===== src/verilog/dap_pkg.sv =====
// Package for the dual analog-shared I/O port block.
// Assumes an AXI4-Lite master with 32-bit data reaches the registers.
package dap_pkg;

    // ------------------------------------------------------------
    // Register map (byte addresses)
    // ------------------------------------------------------------
    localparam logic [7:0] DAP_PA_LATCH_OFS = 8'h00;
    localparam logic [7:0] DAP_PA_DIR_OFS = 8'h04;
    localparam logic [7:0] DAP_PA_INEN_OFS = 8'h08;
    localparam logic [7:0] DAP_WAKE_EN_OFS = 8'h0C;
    localparam logic [7:0] DAP_PB_LATCH_OFS = 8'h10;
    localparam logic [7:0] DAP_PB_DIR_OFS = 8'h14;
    localparam logic [7:0] DAP_PB_INEN_OFS = 8'h18;

    // ------------------------------------------------------------
    // Reset values and widths
    // ------------------------------------------------------------
    localparam int DAP_PORT_W = 8;
    localparam int DAP_WAKE_W = 4;
    localparam logic [7:0] DAP_LATCH_RST = 8'h00;
    localparam logic [7:0] DAP_DIR_RST = 8'h00;
    localparam logic [7:0] DAP_INEN_RST = 8'hFF;
    localparam logic [3:0] DAP_WAKE_RST = 4'h0;
    localparam logic [1:0] DAP_RESP_OKAY = 2'b00;
    localparam logic [1:0] DAP_RESP_SLVERR = 2'b10;

    // Pin-side bundle for one 8-bit port
    typedef struct packed {
        logic [7:0] out;
        logic [7:0] oe;
    } dap_pin_drv_t;

endpackage


===== src/verilog/dap_port.sv =====
// Two 8-bit general-purpose ports sharing pins with the converter input mux.
// Assumes pins are asynchronous; converter select arrives from on-chip logic.
//
// Added by the designer: the AXI4-Lite register port and the address map.
`timescale 1ns/100ps
module dap_port
    import dap_pkg::*;
(
    input wire logic clock,
    input wire logic resetn,
    // AXI4-Lite slave
    input wire logic [7:0] s_axi_awaddr,
    input wire logic s_axi_awvalid,
    output logic s_axi_awready,
    input wire logic [31:0] s_axi_wdata,
    input wire logic [3:0] s_axi_wstrb,
    input wire logic s_axi_wvalid,
    output logic s_axi_wready,
    output logic [1:0] s_axi_bresp,
    output logic s_axi_bvalid,
    input wire logic s_axi_bready,
    input wire logic [7:0] s_axi_araddr,
    input wire logic s_axi_arvalid,
    output logic s_axi_arready,
    output logic [31:0] s_axi_rdata,
    output logic [1:0] s_axi_rresp,
    output logic s_axi_rvalid,
    input wire logic s_axi_rready,
    // Pins
    input wire logic [7:0] port_a_pin_in,
    output dap_pin_drv_t port_a_pin,
    input wire logic [7:0] port_b_pin_in,
    output dap_pin_drv_t port_b_pin,
    // Converter input select: one-hot over 16 pins, A in [7:0]
    input wire logic [15:0] converter_input_select,
    output logic [15:0] analog_connect,
    // Alternate digital functions
    output logic [3:0] key_wakeup_a,
    output logic [7:0] port_b_alt_in
);

    // ------------------------------------------------------------
    // Pin synchronisers
    // ------------------------------------------------------------
    logic [15:0] sync1_reg, sync1_next;
    logic [15:0] sync2_reg, sync2_next;

    // Two stages; only sync2 is read by logic
    always_comb begin
        sync1_next = {port_b_pin_in, port_a_pin_in};
        sync2_next = sync1_reg;
    end

    always_ff @(posedge clock) begin
        if (!resetn) begin
            sync1_reg <= 16'h0000;
            sync2_reg <= 16'h0000;
        end else begin
            sync1_reg <= sync1_next;
            sync2_reg <= sync2_next;
        end
    end

    // ------------------------------------------------------------
    // Control registers and AXI4-Lite slave
    // ------------------------------------------------------------
    logic [7:0] port_a_output_latch_reg, port_a_output_latch_next;
    logic [7:0] port_a_direction_ctrl_reg, port_a_direction_ctrl_next;
    logic [7:0] port_a_input_enable_reg, port_a_input_enable_next;
    logic [3:0] key_wakeup_enable_reg, key_wakeup_enable_next;
    logic [7:0] port_b_output_latch_reg, port_b_output_latch_next;
    logic [7:0] port_b_direction_ctrl_reg, port_b_direction_ctrl_next;
    logic [7:0] port_b_input_enable_reg, port_b_input_enable_next;
    logic aw_held_reg, aw_held_next;
    logic w_held_reg, w_held_next;
    logic [7:0] awaddr_reg, awaddr_next;
    logic [7:0] wdata_reg, wdata_next;
    logic wstrb0_reg, wstrb0_next;
    logic bvalid_reg, bvalid_next;
    logic [1:0] bresp_reg, bresp_next;
    logic rvalid_reg, rvalid_next;
    logic [31:0] rdata_reg, rdata_next;
    logic [1:0] rresp_reg, rresp_next;
    logic awready_reg, awready_next;
    logic wready_reg, wready_next;
    logic arready_reg, arready_next;
    logic [7:0] port_a_read, port_b_read;

    // Read-back view per bit; the readback mirrors the pin on inputs with input enable set, which
    // is why a read-modify-write can clobber input latches
    always_comb begin
        for (int i = 0; i < DAP_PORT_W; i++) begin
            port_a_read[i] = port_a_direction_ctrl_reg[i] ? port_a_output_latch_reg[i]
                : (port_a_input_enable_reg[i] & sync2_reg[i]);
            port_b_read[i] = port_b_direction_ctrl_reg[i] ? port_b_output_latch_reg[i]
                : (port_b_input_enable_reg[i] & sync2_reg[i+8]);
        end
    end

    // Write path: address and data taken in either order, one at a time
    always_comb begin
        logic do_wr;
        do_wr = 1'b0;
        port_a_output_latch_next = port_a_output_latch_reg;
        port_a_direction_ctrl_next = port_a_direction_ctrl_reg;
        port_a_input_enable_next = port_a_input_enable_reg;
        key_wakeup_enable_next = key_wakeup_enable_reg;
        port_b_output_latch_next = port_b_output_latch_reg;
        port_b_direction_ctrl_next = port_b_direction_ctrl_reg;
        port_b_input_enable_next = port_b_input_enable_reg;
        aw_held_next = aw_held_reg;
        w_held_next = w_held_reg;
        awaddr_next = awaddr_reg;
        wdata_next = wdata_reg;
        wstrb0_next = wstrb0_reg;
        bvalid_next = bvalid_reg;
        bresp_next = bresp_reg;
        if (s_axi_awvalid && !aw_held_reg && !bvalid_reg) begin
            aw_held_next = 1'b1;
            awaddr_next = s_axi_awaddr;
        end
        if (s_axi_wvalid && !w_held_reg && !bvalid_reg) begin
            w_held_next = 1'b1;
            wdata_next = s_axi_wdata[7:0];
            wstrb0_next = s_axi_wstrb[0];
        end
        if (aw_held_reg && w_held_reg) begin
            do_wr = 1'b1;
            aw_held_next = 1'b0;
            w_held_next = 1'b0;
            bvalid_next = 1'b1;
            bresp_next = DAP_RESP_OKAY;
        end
        // Only byte lane 0 carries data; other lanes are ignored
        if (do_wr && wstrb0_reg) begin
            unique case (awaddr_reg)
                DAP_PA_LATCH_OFS: port_a_output_latch_next = wdata_reg;
                DAP_PA_DIR_OFS: port_a_direction_ctrl_next = wdata_reg;
                DAP_PA_INEN_OFS: port_a_input_enable_next = wdata_reg;
                DAP_WAKE_EN_OFS: key_wakeup_enable_next = wdata_reg[3:0];
                DAP_PB_LATCH_OFS: port_b_output_latch_next = wdata_reg;
                DAP_PB_DIR_OFS: port_b_direction_ctrl_next = wdata_reg;
                DAP_PB_INEN_OFS: port_b_input_enable_next = wdata_reg;
                default: bresp_next = DAP_RESP_SLVERR;
            endcase
        end else if (do_wr) begin
            unique case (awaddr_reg)
                DAP_PA_LATCH_OFS, DAP_PA_DIR_OFS, DAP_PA_INEN_OFS, DAP_WAKE_EN_OFS,
                DAP_PB_LATCH_OFS, DAP_PB_DIR_OFS, DAP_PB_INEN_OFS: bresp_next = DAP_RESP_OKAY;
                default: bresp_next = DAP_RESP_SLVERR;
            endcase
        end
        if (bvalid_reg && s_axi_bready) begin
            bvalid_next = 1'b0;
        end
    end

    // Read path: one read in flight, answer the cycle after the address
    always_comb begin
        rvalid_next = rvalid_reg;
        rdata_next = rdata_reg;
        rresp_next = rresp_reg;
        if (rvalid_reg && s_axi_rready) begin
            rvalid_next = 1'b0;
        end
        if (s_axi_arvalid && !rvalid_reg) begin
            rvalid_next = 1'b1;
            rresp_next = DAP_RESP_OKAY;
            rdata_next = 32'h0000_0000;
            unique case (s_axi_araddr)
                DAP_PA_LATCH_OFS: rdata_next[7:0] = port_a_read;
                DAP_PA_DIR_OFS: rdata_next[7:0] = port_a_direction_ctrl_reg;
                DAP_PA_INEN_OFS: rdata_next[7:0] = port_a_input_enable_reg;
                DAP_WAKE_EN_OFS: rdata_next[3:0] = key_wakeup_enable_reg;
                DAP_PB_LATCH_OFS: rdata_next[7:0] = port_b_read;
                DAP_PB_DIR_OFS: rdata_next[7:0] = port_b_direction_ctrl_reg;
                DAP_PB_INEN_OFS: rdata_next[7:0] = port_b_input_enable_reg;
                default: rresp_next = DAP_RESP_SLVERR;
            endcase
        end
    end

    always_ff @(posedge clock) begin
        if (!resetn) begin
            port_a_output_latch_reg <= DAP_LATCH_RST;
            port_a_direction_ctrl_reg <= DAP_DIR_RST;
            port_a_input_enable_reg <= DAP_INEN_RST;
            key_wakeup_enable_reg <= DAP_WAKE_RST;
            port_b_output_latch_reg <= DAP_LATCH_RST;
            port_b_direction_ctrl_reg <= DAP_DIR_RST;
            port_b_input_enable_reg <= DAP_INEN_RST;
            aw_held_reg <= 1'b0;
            w_held_reg <= 1'b0;
            awaddr_reg <= 8'h00;
            wdata_reg <= 8'h00;
            wstrb0_reg <= 1'b0;
            bvalid_reg <= 1'b0;
            bresp_reg <= DAP_RESP_OKAY;
            rvalid_reg <= 1'b0;
            rdata_reg <= 32'h0000_0000;
            rresp_reg <= DAP_RESP_OKAY;
            awready_reg <= 1'b1;
            wready_reg <= 1'b1;
            arready_reg <= 1'b1;
        end else begin
            port_a_output_latch_reg <= port_a_output_latch_next;
            port_a_direction_ctrl_reg <= port_a_direction_ctrl_next;
            port_a_input_enable_reg <= port_a_input_enable_next;
            key_wakeup_enable_reg <= key_wakeup_enable_next;
            port_b_output_latch_reg <= port_b_output_latch_next;
            port_b_direction_ctrl_reg <= port_b_direction_ctrl_next;
            port_b_input_enable_reg <= port_b_input_enable_next;
            aw_held_reg <= aw_held_next;
            w_held_reg <= w_held_next;
            awaddr_reg <= awaddr_next;
            wdata_reg <= wdata_next;
            wstrb0_reg <= wstrb0_next;
            bvalid_reg <= bvalid_next;
            bresp_reg <= bresp_next;
            rvalid_reg <= rvalid_next;
            rdata_reg <= rdata_next;
            rresp_reg <= rresp_next;
            awready_reg <= awready_next;
            wready_reg <= wready_next;
            arready_reg <= arready_next;
        end
    end

    // Ready is high while the channel has room to take an item; built from
    // the next state so the flop matches the held and answer flags exactly
    always_comb begin
        awready_next = !aw_held_next && !bvalid_next;
        wready_next = !w_held_next && !bvalid_next;
        arready_next = !rvalid_next;
    end

    assign s_axi_awready = awready_reg;
    assign s_axi_wready = wready_reg;
    assign s_axi_arready = arready_reg;
    assign s_axi_bvalid = bvalid_reg;
    assign s_axi_bresp = bresp_reg;
    assign s_axi_rvalid = rvalid_reg;
    assign s_axi_rdata = rdata_reg;
    assign s_axi_rresp = rresp_reg;

    // ------------------------------------------------------------
    // Pin drive, analog routing and alternate inputs
    // ------------------------------------------------------------
    dap_pin_drv_t pa_reg, pa_next, pb_reg, pb_next;
    logic [15:0] analog_reg, analog_next;
    logic [3:0] wake_reg, wake_next;
    logic [7:0] pb_alt_reg, pb_alt_next;

    // Registered so every output leaves a flip-flop; one cycle of lag
    always_comb begin
        pa_next.out = port_a_output_latch_reg;
        pa_next.oe = port_a_direction_ctrl_reg;
        pb_next.out = port_b_output_latch_reg;
        pb_next.oe = port_b_direction_ctrl_reg;
        // Switch only for a selected pin that is not driving; guards
        analog_next = converter_input_select
            & ~{port_b_direction_ctrl_reg, port_a_direction_ctrl_reg};
        // Wakeup ignores input enable on port A low pins
        wake_next = key_wakeup_enable_reg & ~port_a_direction_ctrl_reg[3:0]
            & sync2_reg[3:0];
        pb_alt_next = ~port_b_direction_ctrl_reg & port_b_input_enable_reg
            & sync2_reg[15:8];
    end

    always_ff @(posedge clock) begin
        if (!resetn) begin
            pa_reg <= '0;
            pb_reg <= '0;
            analog_reg <= 16'h0000;
            wake_reg <= 4'h0;
            pb_alt_reg <= 8'h00;
        end else begin
            pa_reg <= pa_next;
            pb_reg <= pb_next;
            analog_reg <= analog_next;
            wake_reg <= wake_next;
            pb_alt_reg <= pb_alt_next;
        end
    end

    assign port_a_pin = pa_reg;
    assign port_b_pin = pb_reg;
    assign analog_connect = analog_reg;
    assign key_wakeup_a = wake_reg;
    assign port_b_alt_in = pb_alt_reg;

endmodule


===== config.mk =====
export PLATFORM = sky130hd
export DESIGN_NAME = dap_port
export DESIGN_NICKNAME = d
export VERILOG_FILES = /design/src/verilog/dap_pkg.sv /design/src/verilog/dap_port.sv
export SDC_FILE = /design/constraint.sdc
export NUM_CORES = 1
export LEC_CHECK = 0
export BUFFER_PORTS_ARGS = -buffer_cell sky130_fd_sc_hd__buf_2
export CORE_AREA = 2 2 113 115
export CTS_CLUSTER_DIAMETER = 30
export DETAILED_ROUTE_END_ITERATION = 8
export DIE_AREA = 0 0 115 117
export PLACE_DENSITY = 0.95
export SLEW_MARGIN = 20
export SYNTH_ARGS = -nofsm -noshare
export SYNTH_HDL_FRONTEND = slang
export SYNTH_SLANG_ARGS = --single-unit

===== constraint.sdc =====
create_clock -name clock -period 4.17 [get_ports clock]
set_input_delay 0.6255 -clock clock [delete_from_list [all_inputs] [get_ports clock]]
set_output_delay 0.6255 -clock clock [all_outputs]
set_load 0.01 [all_outputs]

# Word-level counts from Yosys, hierarchy flattened

Cells that the tools add are included.

Register bits after elaboration: 180
Bits of input ports: 91
Word-level logic and storage cells: 128

Equality and inequality tests: 12
Multiplexer cells: 33
Bitwise operators: 24
Reduce and logical (&&, ||, !) cells: 30

Operators with widths:

| cell                                                                  | number |
|---|---|
| 8-bit by 5-bit equality test with 1-bit output, second input constant | 6 |
| 8-bit by 4-bit equality test with 1-bit output, second input constant | 4 |
| 4-bit one-hot mux with 7 select lines                                 | 1 |
| 1-bit two-way mux                                                     | 25 |
| 4-bit one-hot mux with 6 select lines                                 | 1 |
| 1-bit bitwise AND                                                     | 16 |
| 16-bit bitwise AND                                                    | 1 |
| 8-bit bitwise AND                                                     | 2 |
| 8-bit by 3-bit equality test with 1-bit output, second input constant | 2 |
| 8-bit zero test                                                       | 2 |
| 16-bit NOT                                                            | 1 |
| 2-bit AND reduction                                                   | 7 |
| 7-bit OR reduction                                                    | 2 |
| 2-bit two-way mux                                                     | 6 |
| 1-bit logical AND                                                     | 11 |
| 4-bit bitwise AND                                                     | 2 |
| 1-bit zero test                                                       | 8 |
| 8-bit NOT                                                             | 1 |
| 4-bit NOT                                                             | 1 |

# Longest topological paths before layout

Gate-level depths: netlist (run 1).

Depth in word-level cells: 7
Depth in mapped cells: 7
Gate-level depth less buffers: 5

# Worst setup path after synthesis (run 1)

OpenSTA, ideal clock, no wires.

Path kind: input-to-reg
From: in s_axi_araddr[3]
To: reg rdata_reg[0] (netlist: s_axi_rdata[0])
Library setup time: 0.130 ns
Arrival: 1.711 ns
Path slack: 2.329 ns
Cell stages on the path: 7
Path buffers: 2
Cell sequence: clkbuf_1 -> inv_1 -> clkbuf_1 -> o21ai_0 -> a32o_1 -> o211ai_1 -> o211ai_1

Word-level cells in the longest chain between the ends: 2
Elaborated cells between the ends (all ways): 8

Ends and longest elaborated chain:

| what                                                                         | line            | source |
|---|---|---|
| start: declaration                                                           | dap_port.sv:22  | `input wire logic [7:0] s_axi_araddr,` |
| 8-bit by 5-bit equality test with 1-bit output, or another cell as far along | dap_port.sv:170 | `unique case (s_axi_araddr)` |
| 4-bit one-hot mux with 7 select lines (*)                                    | dap_port.sv:170 |  |
| end signal: assignment                                                       | dap_port.sv:221 | `rdata_reg <= rdata_next;` |
| end: declaration                                                             | dap_port.sv:82  | `logic [31:0] rdata_reg, rdata_next;` |

Mark *: on every way between the ends. The rest lies on a longest branch, timed or not.
A chain may end at the register's enable or synchronous reset.

# Final worst setup path (run 1)

From: reg awaddr_reg[5]
To: reg port_b_input_enable_reg[4]

Word-level cells in the longest chain between the ends: 2

Ends and longest elaborated chain:

| what                                           | line            | source |
|---|---|---|
| start: declaration                             | dap_port.sv:76  | `logic [7:0] awaddr_reg, awaddr_next;` |
| start signal: assignment                       | dap_port.sv:215 | `awaddr_reg <= awaddr_next;` |
| 8-bit by 5-bit equality test with 1-bit output | dap_port.sv:136 | `unique case (awaddr_reg)` |
| 2-bit AND reduction (no line)                  | --              |  |
| end signal: assignment                         | dap_port.sv:212 | `port_b_input_enable_reg <= port_b_input_enable_next;` |
| end: declaration                               | dap_port.sv:73  | `logic [7:0] port_b_input_enable_reg, port_b_input_enable_next;` |

Every way passes these cells.

==> results of run 1 <==
[cell usage in the layout (no fill, tap or decap), types with 8 or more instances in the layout]
cell	n
o21ai_0	37
nor2b_1	39
and2_1	65
mux2i_1	44
nand2_1	54
a21boi_0	20
nand3_1	14
conb_1	25
dfxtp_1	179
inv_1	18
a21oi_1	8
o211ai_1	18
and3_1	8
buf_2	138
clkbuf_16	17
and3b_1	9
nor2_1	10
[worst max-delay path: cells and delay by family, from the launching register on]
| kind | cells | cell delay, ns |
|---|---|---|
| compound gates | 1 | 0.12 |
| flops | 1 | 0.32 |
| simple gates | 4 | 1.86 |
[power breakdown]
| group | switching [µW] | total [µW] | internal (µW) |
|---|---|---|---|
| logic | 109 | 197 | 88.1 |
| clock network | 643 | 1580 | 932 |
| registers | 36.8 | 1790 | 1750 |
| total | 789 | 3560 | 2770 |
[stage by stage]
step | cells | cell area (µm²) | hold WS, ns | setup slack [ns] | utilization
final | 934 | 7820 | 0.400 | 1.78 | 0.635
after global routing | 934 | 7820 | 0.393 | 1.64 | 0.635
after CTS | 934 | 7820 | 0.384 | 1.89 | 0.635
after detailed placement | 902 | 7220 | 0.417 | 1.83 | 0.586
after global placement | 902 | 7220 | 0.418 | 1.87 | 0.586
after floorplan | 678 | 6670 | 0.412 | 2.33 | -
[cell type report]
| type | instances | area share |
|---|---|---|
| multi-input combinational | 413 | 0.340 |
| inverter | 18 | 0.00865 |
| tap | 150 | 0.0240 |
| clock inverter | 11 | 0.0162 |
| sequential | 179 | 0.459 |
| clock buffer | 21 | 0.0602 |
| timing repair buffer | 142 | 0.0922 |
[synthesized netlist by cell type (all sizes together), types with 8 or more instances]
cell type / number
a21boi: 20
a21oi: 8
and2: 65
and3: 8
and3b: 9
buf: 32
clkbuf: 36
dfxtp: 179
inv: 18
mux2i: 44
nand2: 54
nand3: 14
nor2: 10
nor2b: 39
o211ai: 18
o21ai: 37
[logic make-up after synthesis]
group	share of synthesized area
muxes	0.0703
buffers and inverters	0.0663
and+or+nand+nor	0.207
DFF	0.544
other	0.000570
AOI/OAI and AO/OA	0.112
[per-layer routing]
layer  track usage  up-vias  routed length, µm
met5             0        -                  0
met2         0.358      261               6740
li1              -     2412                  -
met3        0.0561       49               1320
met1         0.270     2258               6060
met4         0.110        0                612
[path summary, 6_finish.rpt]
check,startpoint,endpoint,depth (start not counted)
min,port_a_pin_in[1],sync1_reg[1],2
max reg2reg,awaddr_reg[5],port_b_input_enable_reg[4],5
min reg2reg,sync1_reg[9],sync2_reg[9],1
max,awaddr_reg[5],port_b_input_enable_reg[4],5
==> metrics.cfg, run 1 <==
[status]
status=finished clean

[power_and_ir_drop]
power.leakage_uw=0.00348
total_power_uw=3560
p_per_area_nw_per_um2=456
ir_drop_v=0.000229

[critical_path]
cp.required_ns=4.52
cpMaxStageDelayCell=nor2_1
path_cells=nor3_1 -> nand3b_1 -> nor2_1 -> nand2_1 -> o211ai_1
crit_path_max_fanout=15
critical_path_class=reg -> reg
critPathArrivalTime_ns=2.74
cp-end-kind=flop
rrSetupSlack_ns=1.78
start_kind=flop
critPathMaxStageDelay_ns=0.83

[layout]
antenna_cells=0
seqCellArea_um2=3580
multiInputGateArea_um2=2660
syn_to_final_growth_pct=18.7
num-fill-cells=968
drive_above_1_share=0.228
final_nets=862

[clock_tree]
cts_buffer_depth=2
insertion_delay_ns=0.43
ctsHoldBuffers=0
ctsRootBufferMaster=clkbuf_16
cts-htree-levels=4
ctsResizeCount=0
clk_pin_slew_ns=0.06
cts_tree=done
cts_setup_buffers=0
cts_made_buffers=17
clock-sinks=179

[floorplan]
start_util=0.535
ios=192
rows=41
die_h_um=117
die_w_um=115
die-area_um2=13500
core_area_um2=12300

[logic_synthesis]
yosysTopAreaCellShare=0.544
synth_top_area_cell=dfxtp_1
synth_area_leaders=dfxtp_1, mux2i_1, and2_1
synth-edff-count=0
netlist_area_um2=6580
yosysSeqAreaShare=0.544
yosys_warnings=0
ys_async_sr_fraction=0
synthFlopType=dfxtp_1
syn_inst=654
ys_seq_elements=179
synthDistinctLibCells=44
synth.avg_cell_area_um2=10.1

[run]
cap_viol_max_count=0

[global_routing]
overflow=0
grt_pass1_vias=4402
grt_max_degree=93
grt_pass1_wl_mm=22.3
grt_antenna_before_repair=0
track_usage=0.219

[routing]
drt_first_pass_iters=7
postRouteAntennaNets=0
drc_errors=0
drt-initial-drc-count=461
wirelength_mm=14.7
via_per_inst=5.33
wl_per_cell_um=15.8
num_vias=4980

[timing]
rsz0062_at_grt=false
fin_crit_ns=2.39
max_freq_mhz=418
setup_viol=0
skew_ns=0.00862
setup_tns_ns=0
slew_violations=0
tightest_slew_ns=0.911
fin_crit_sh=0.573
slew_headroom=0.390
finalHoldViolCount=0

[placement]
gp_congestion=0.962
dp_hpwl_mm=10.1
port_buffers=139

[worst_hold_path]
hp-class=in -> reg

Power figures use the tool's default switching activity.
==> run 2: changes to the inputs <==
- CORE_AREA: 2 2 113 115 -> 2 2 123 125
- DIE_AREA: 0 0 115 117 -> 0 0 125 127
- PLACE_DENSITY: 0.95 -> 0.86
- clock period: 4.17 -> 2 ns (I/O delays scaled with it)
==> run 2 against run 1 <==
Effect of this change: final area increased by 1.8%; power increased by 110%; via count decreased by 0.36%; sequential share of layout area decreased by 0.81 points; sequential cell count unchanged; core utilization decreased by 8.3 points; die area increased by 18%.
==> metrics.cfg, run 2 (synthesized netlist as in run 1, its figures left out) <==
[clock_tree]
cts_buffer_depth=2
cts_setup_buffers=0
ctsResizeCount=0
cts_made_buffers=17
clock-sinks=179
cts_tree=done
ctsHoldBuffers=0
clk_pin_slew_ns=0.07
insertion_delay_ns=0.42
cts-htree-levels=4
ctsRootBufferMaster=clkbuf_16

[critical_path]
worst_r2r_path_depth=5
cp-end-kind=flop
cpMaxStageDelayCell=or4_1
path_depth=5
critPathMaxStageDelay_ns=0.73
critical_path_class=reg -> reg
path_delay_family=simple AND/OR/NAND/NOR gates
path_cells=and4bb_1 -> nand3b_1 -> or4_1 -> mux2i_1 -> nor2b_1
cp.required_ns=2.30
critPathArrivalTime_ns=2.21
crit_buf_inv=0
start_kind=flop
crit_path_max_fanout=8

[timing]
setup_viol=0
slew_violations=0
tightest_slew_ns=0.635
hold_slack_ns=0.0773
rsz0062_at_grt=false
skew_ns=0.00978
slew_headroom=0.576
finalHoldViolCount=0
max_freq_mhz=525
fin_crit_ns=1.90
setup_tns_ns=0
fin_crit_sh=0.952

[power_and_ir_drop]
power_frac_seq=0.500
combinationalPowerShare=0.058
p_per_area_nw_per_um2=937
p_switching_uw=1710
p_int_uw=5750
ir_drop_v=0.000616
p_clk_frac=0.442
power.leakage_uw=0.00355
swShare=0.229

[routing]
drt-initial-drc-count=351
via_per_inst=5.06
wl_per_cell_um=15.6
postRouteAntennaNets=0
drc_errors=0
drt_first_pass_iters=5
wirelength_mm=15.3
num_vias=4962

[floorplan]
die_h_um=127
rows=44
core_area_um2=14400
start_util=0.456
die_w_um=125
die-area_um2=15900
ios=192

[worst_hold_path]
whs_path_depth=2
hp-class=in -> reg

[global_routing]
overflow=0
grt_max_degree=88
grt_antenna_before_repair=0
grt_pass1_wl_mm=23.8
grt_pass1_vias=4612
track_usage=0.191

[layout]
syn_to_final_growth_pct=20.8
instances_no_fill=980
final_cell_mix=dfxtp_1, buf_2, and2_1
final_nets=874
utilization=0.552
final_common_cell=dfxtp_1
num-fill-cells=1281
drive_above_1_share=0.239
antenna_cells=0

[status]
status=finished clean

[placement]
port_buffers=139
place_inst=948
gp_congestion=0.924
dp_hpwl_mm=10.9

[run]
cap_viol_max_count=0

## run 2: area by class of cell
cell class	count	area [µm²]	area share
multi-input combinational	413	2660	0.334
clock buffer	20	447	0.0561
tap	184	230	0.0289
inverter	18	67.6	0.00849
timing repair buffer	154	823	0.103
clock inverter	12	145	0.0182
sequential	179	3580	0.450
## run 2: through the flow
stage	setup slack (ns)	area (µm²)	total power (µW)
CTS	0.0926	7960	7530
floorplan	0.365	6670	4100
detailed placement	0.106	7360	4240
global route	0.00239	7960	7740
global placement	0.139	7360	4230
finish	0.0952	7960	7460
## run 2: power by group through the flow
stage               combinational, µW  sequential (µW)  clock, µW
finish                            429             3730       3300
CTS                               430             3730       3370
floorplan                         305             3790          0
detailed placement                426             3810          0
global route                      471             3740       3530
global placement                  419             3810          0
## run 2: layer usage
layer,track usage,vias up,part of all wire
met5,0,-,0
met4,0.0993,0,0.040
met3,0.0553,39,0.077
met2,0.301,218,0.46
met1,0.239,2268,0.43
li1,-,2437,-
## run 2: path summary, 6_finish.rpt
check / start / endpoint / slack, ns
max: w_held_reg / port_a_output_latch_reg[3] / 0.1
min: port_a_pin_in[5] / sync1_reg[5] / 0.08
max reg2reg: w_held_reg / port_a_output_latch_reg[3] / 0.1
min reg2reg: sync1_reg[7] / sync2_reg[7] / 0.43
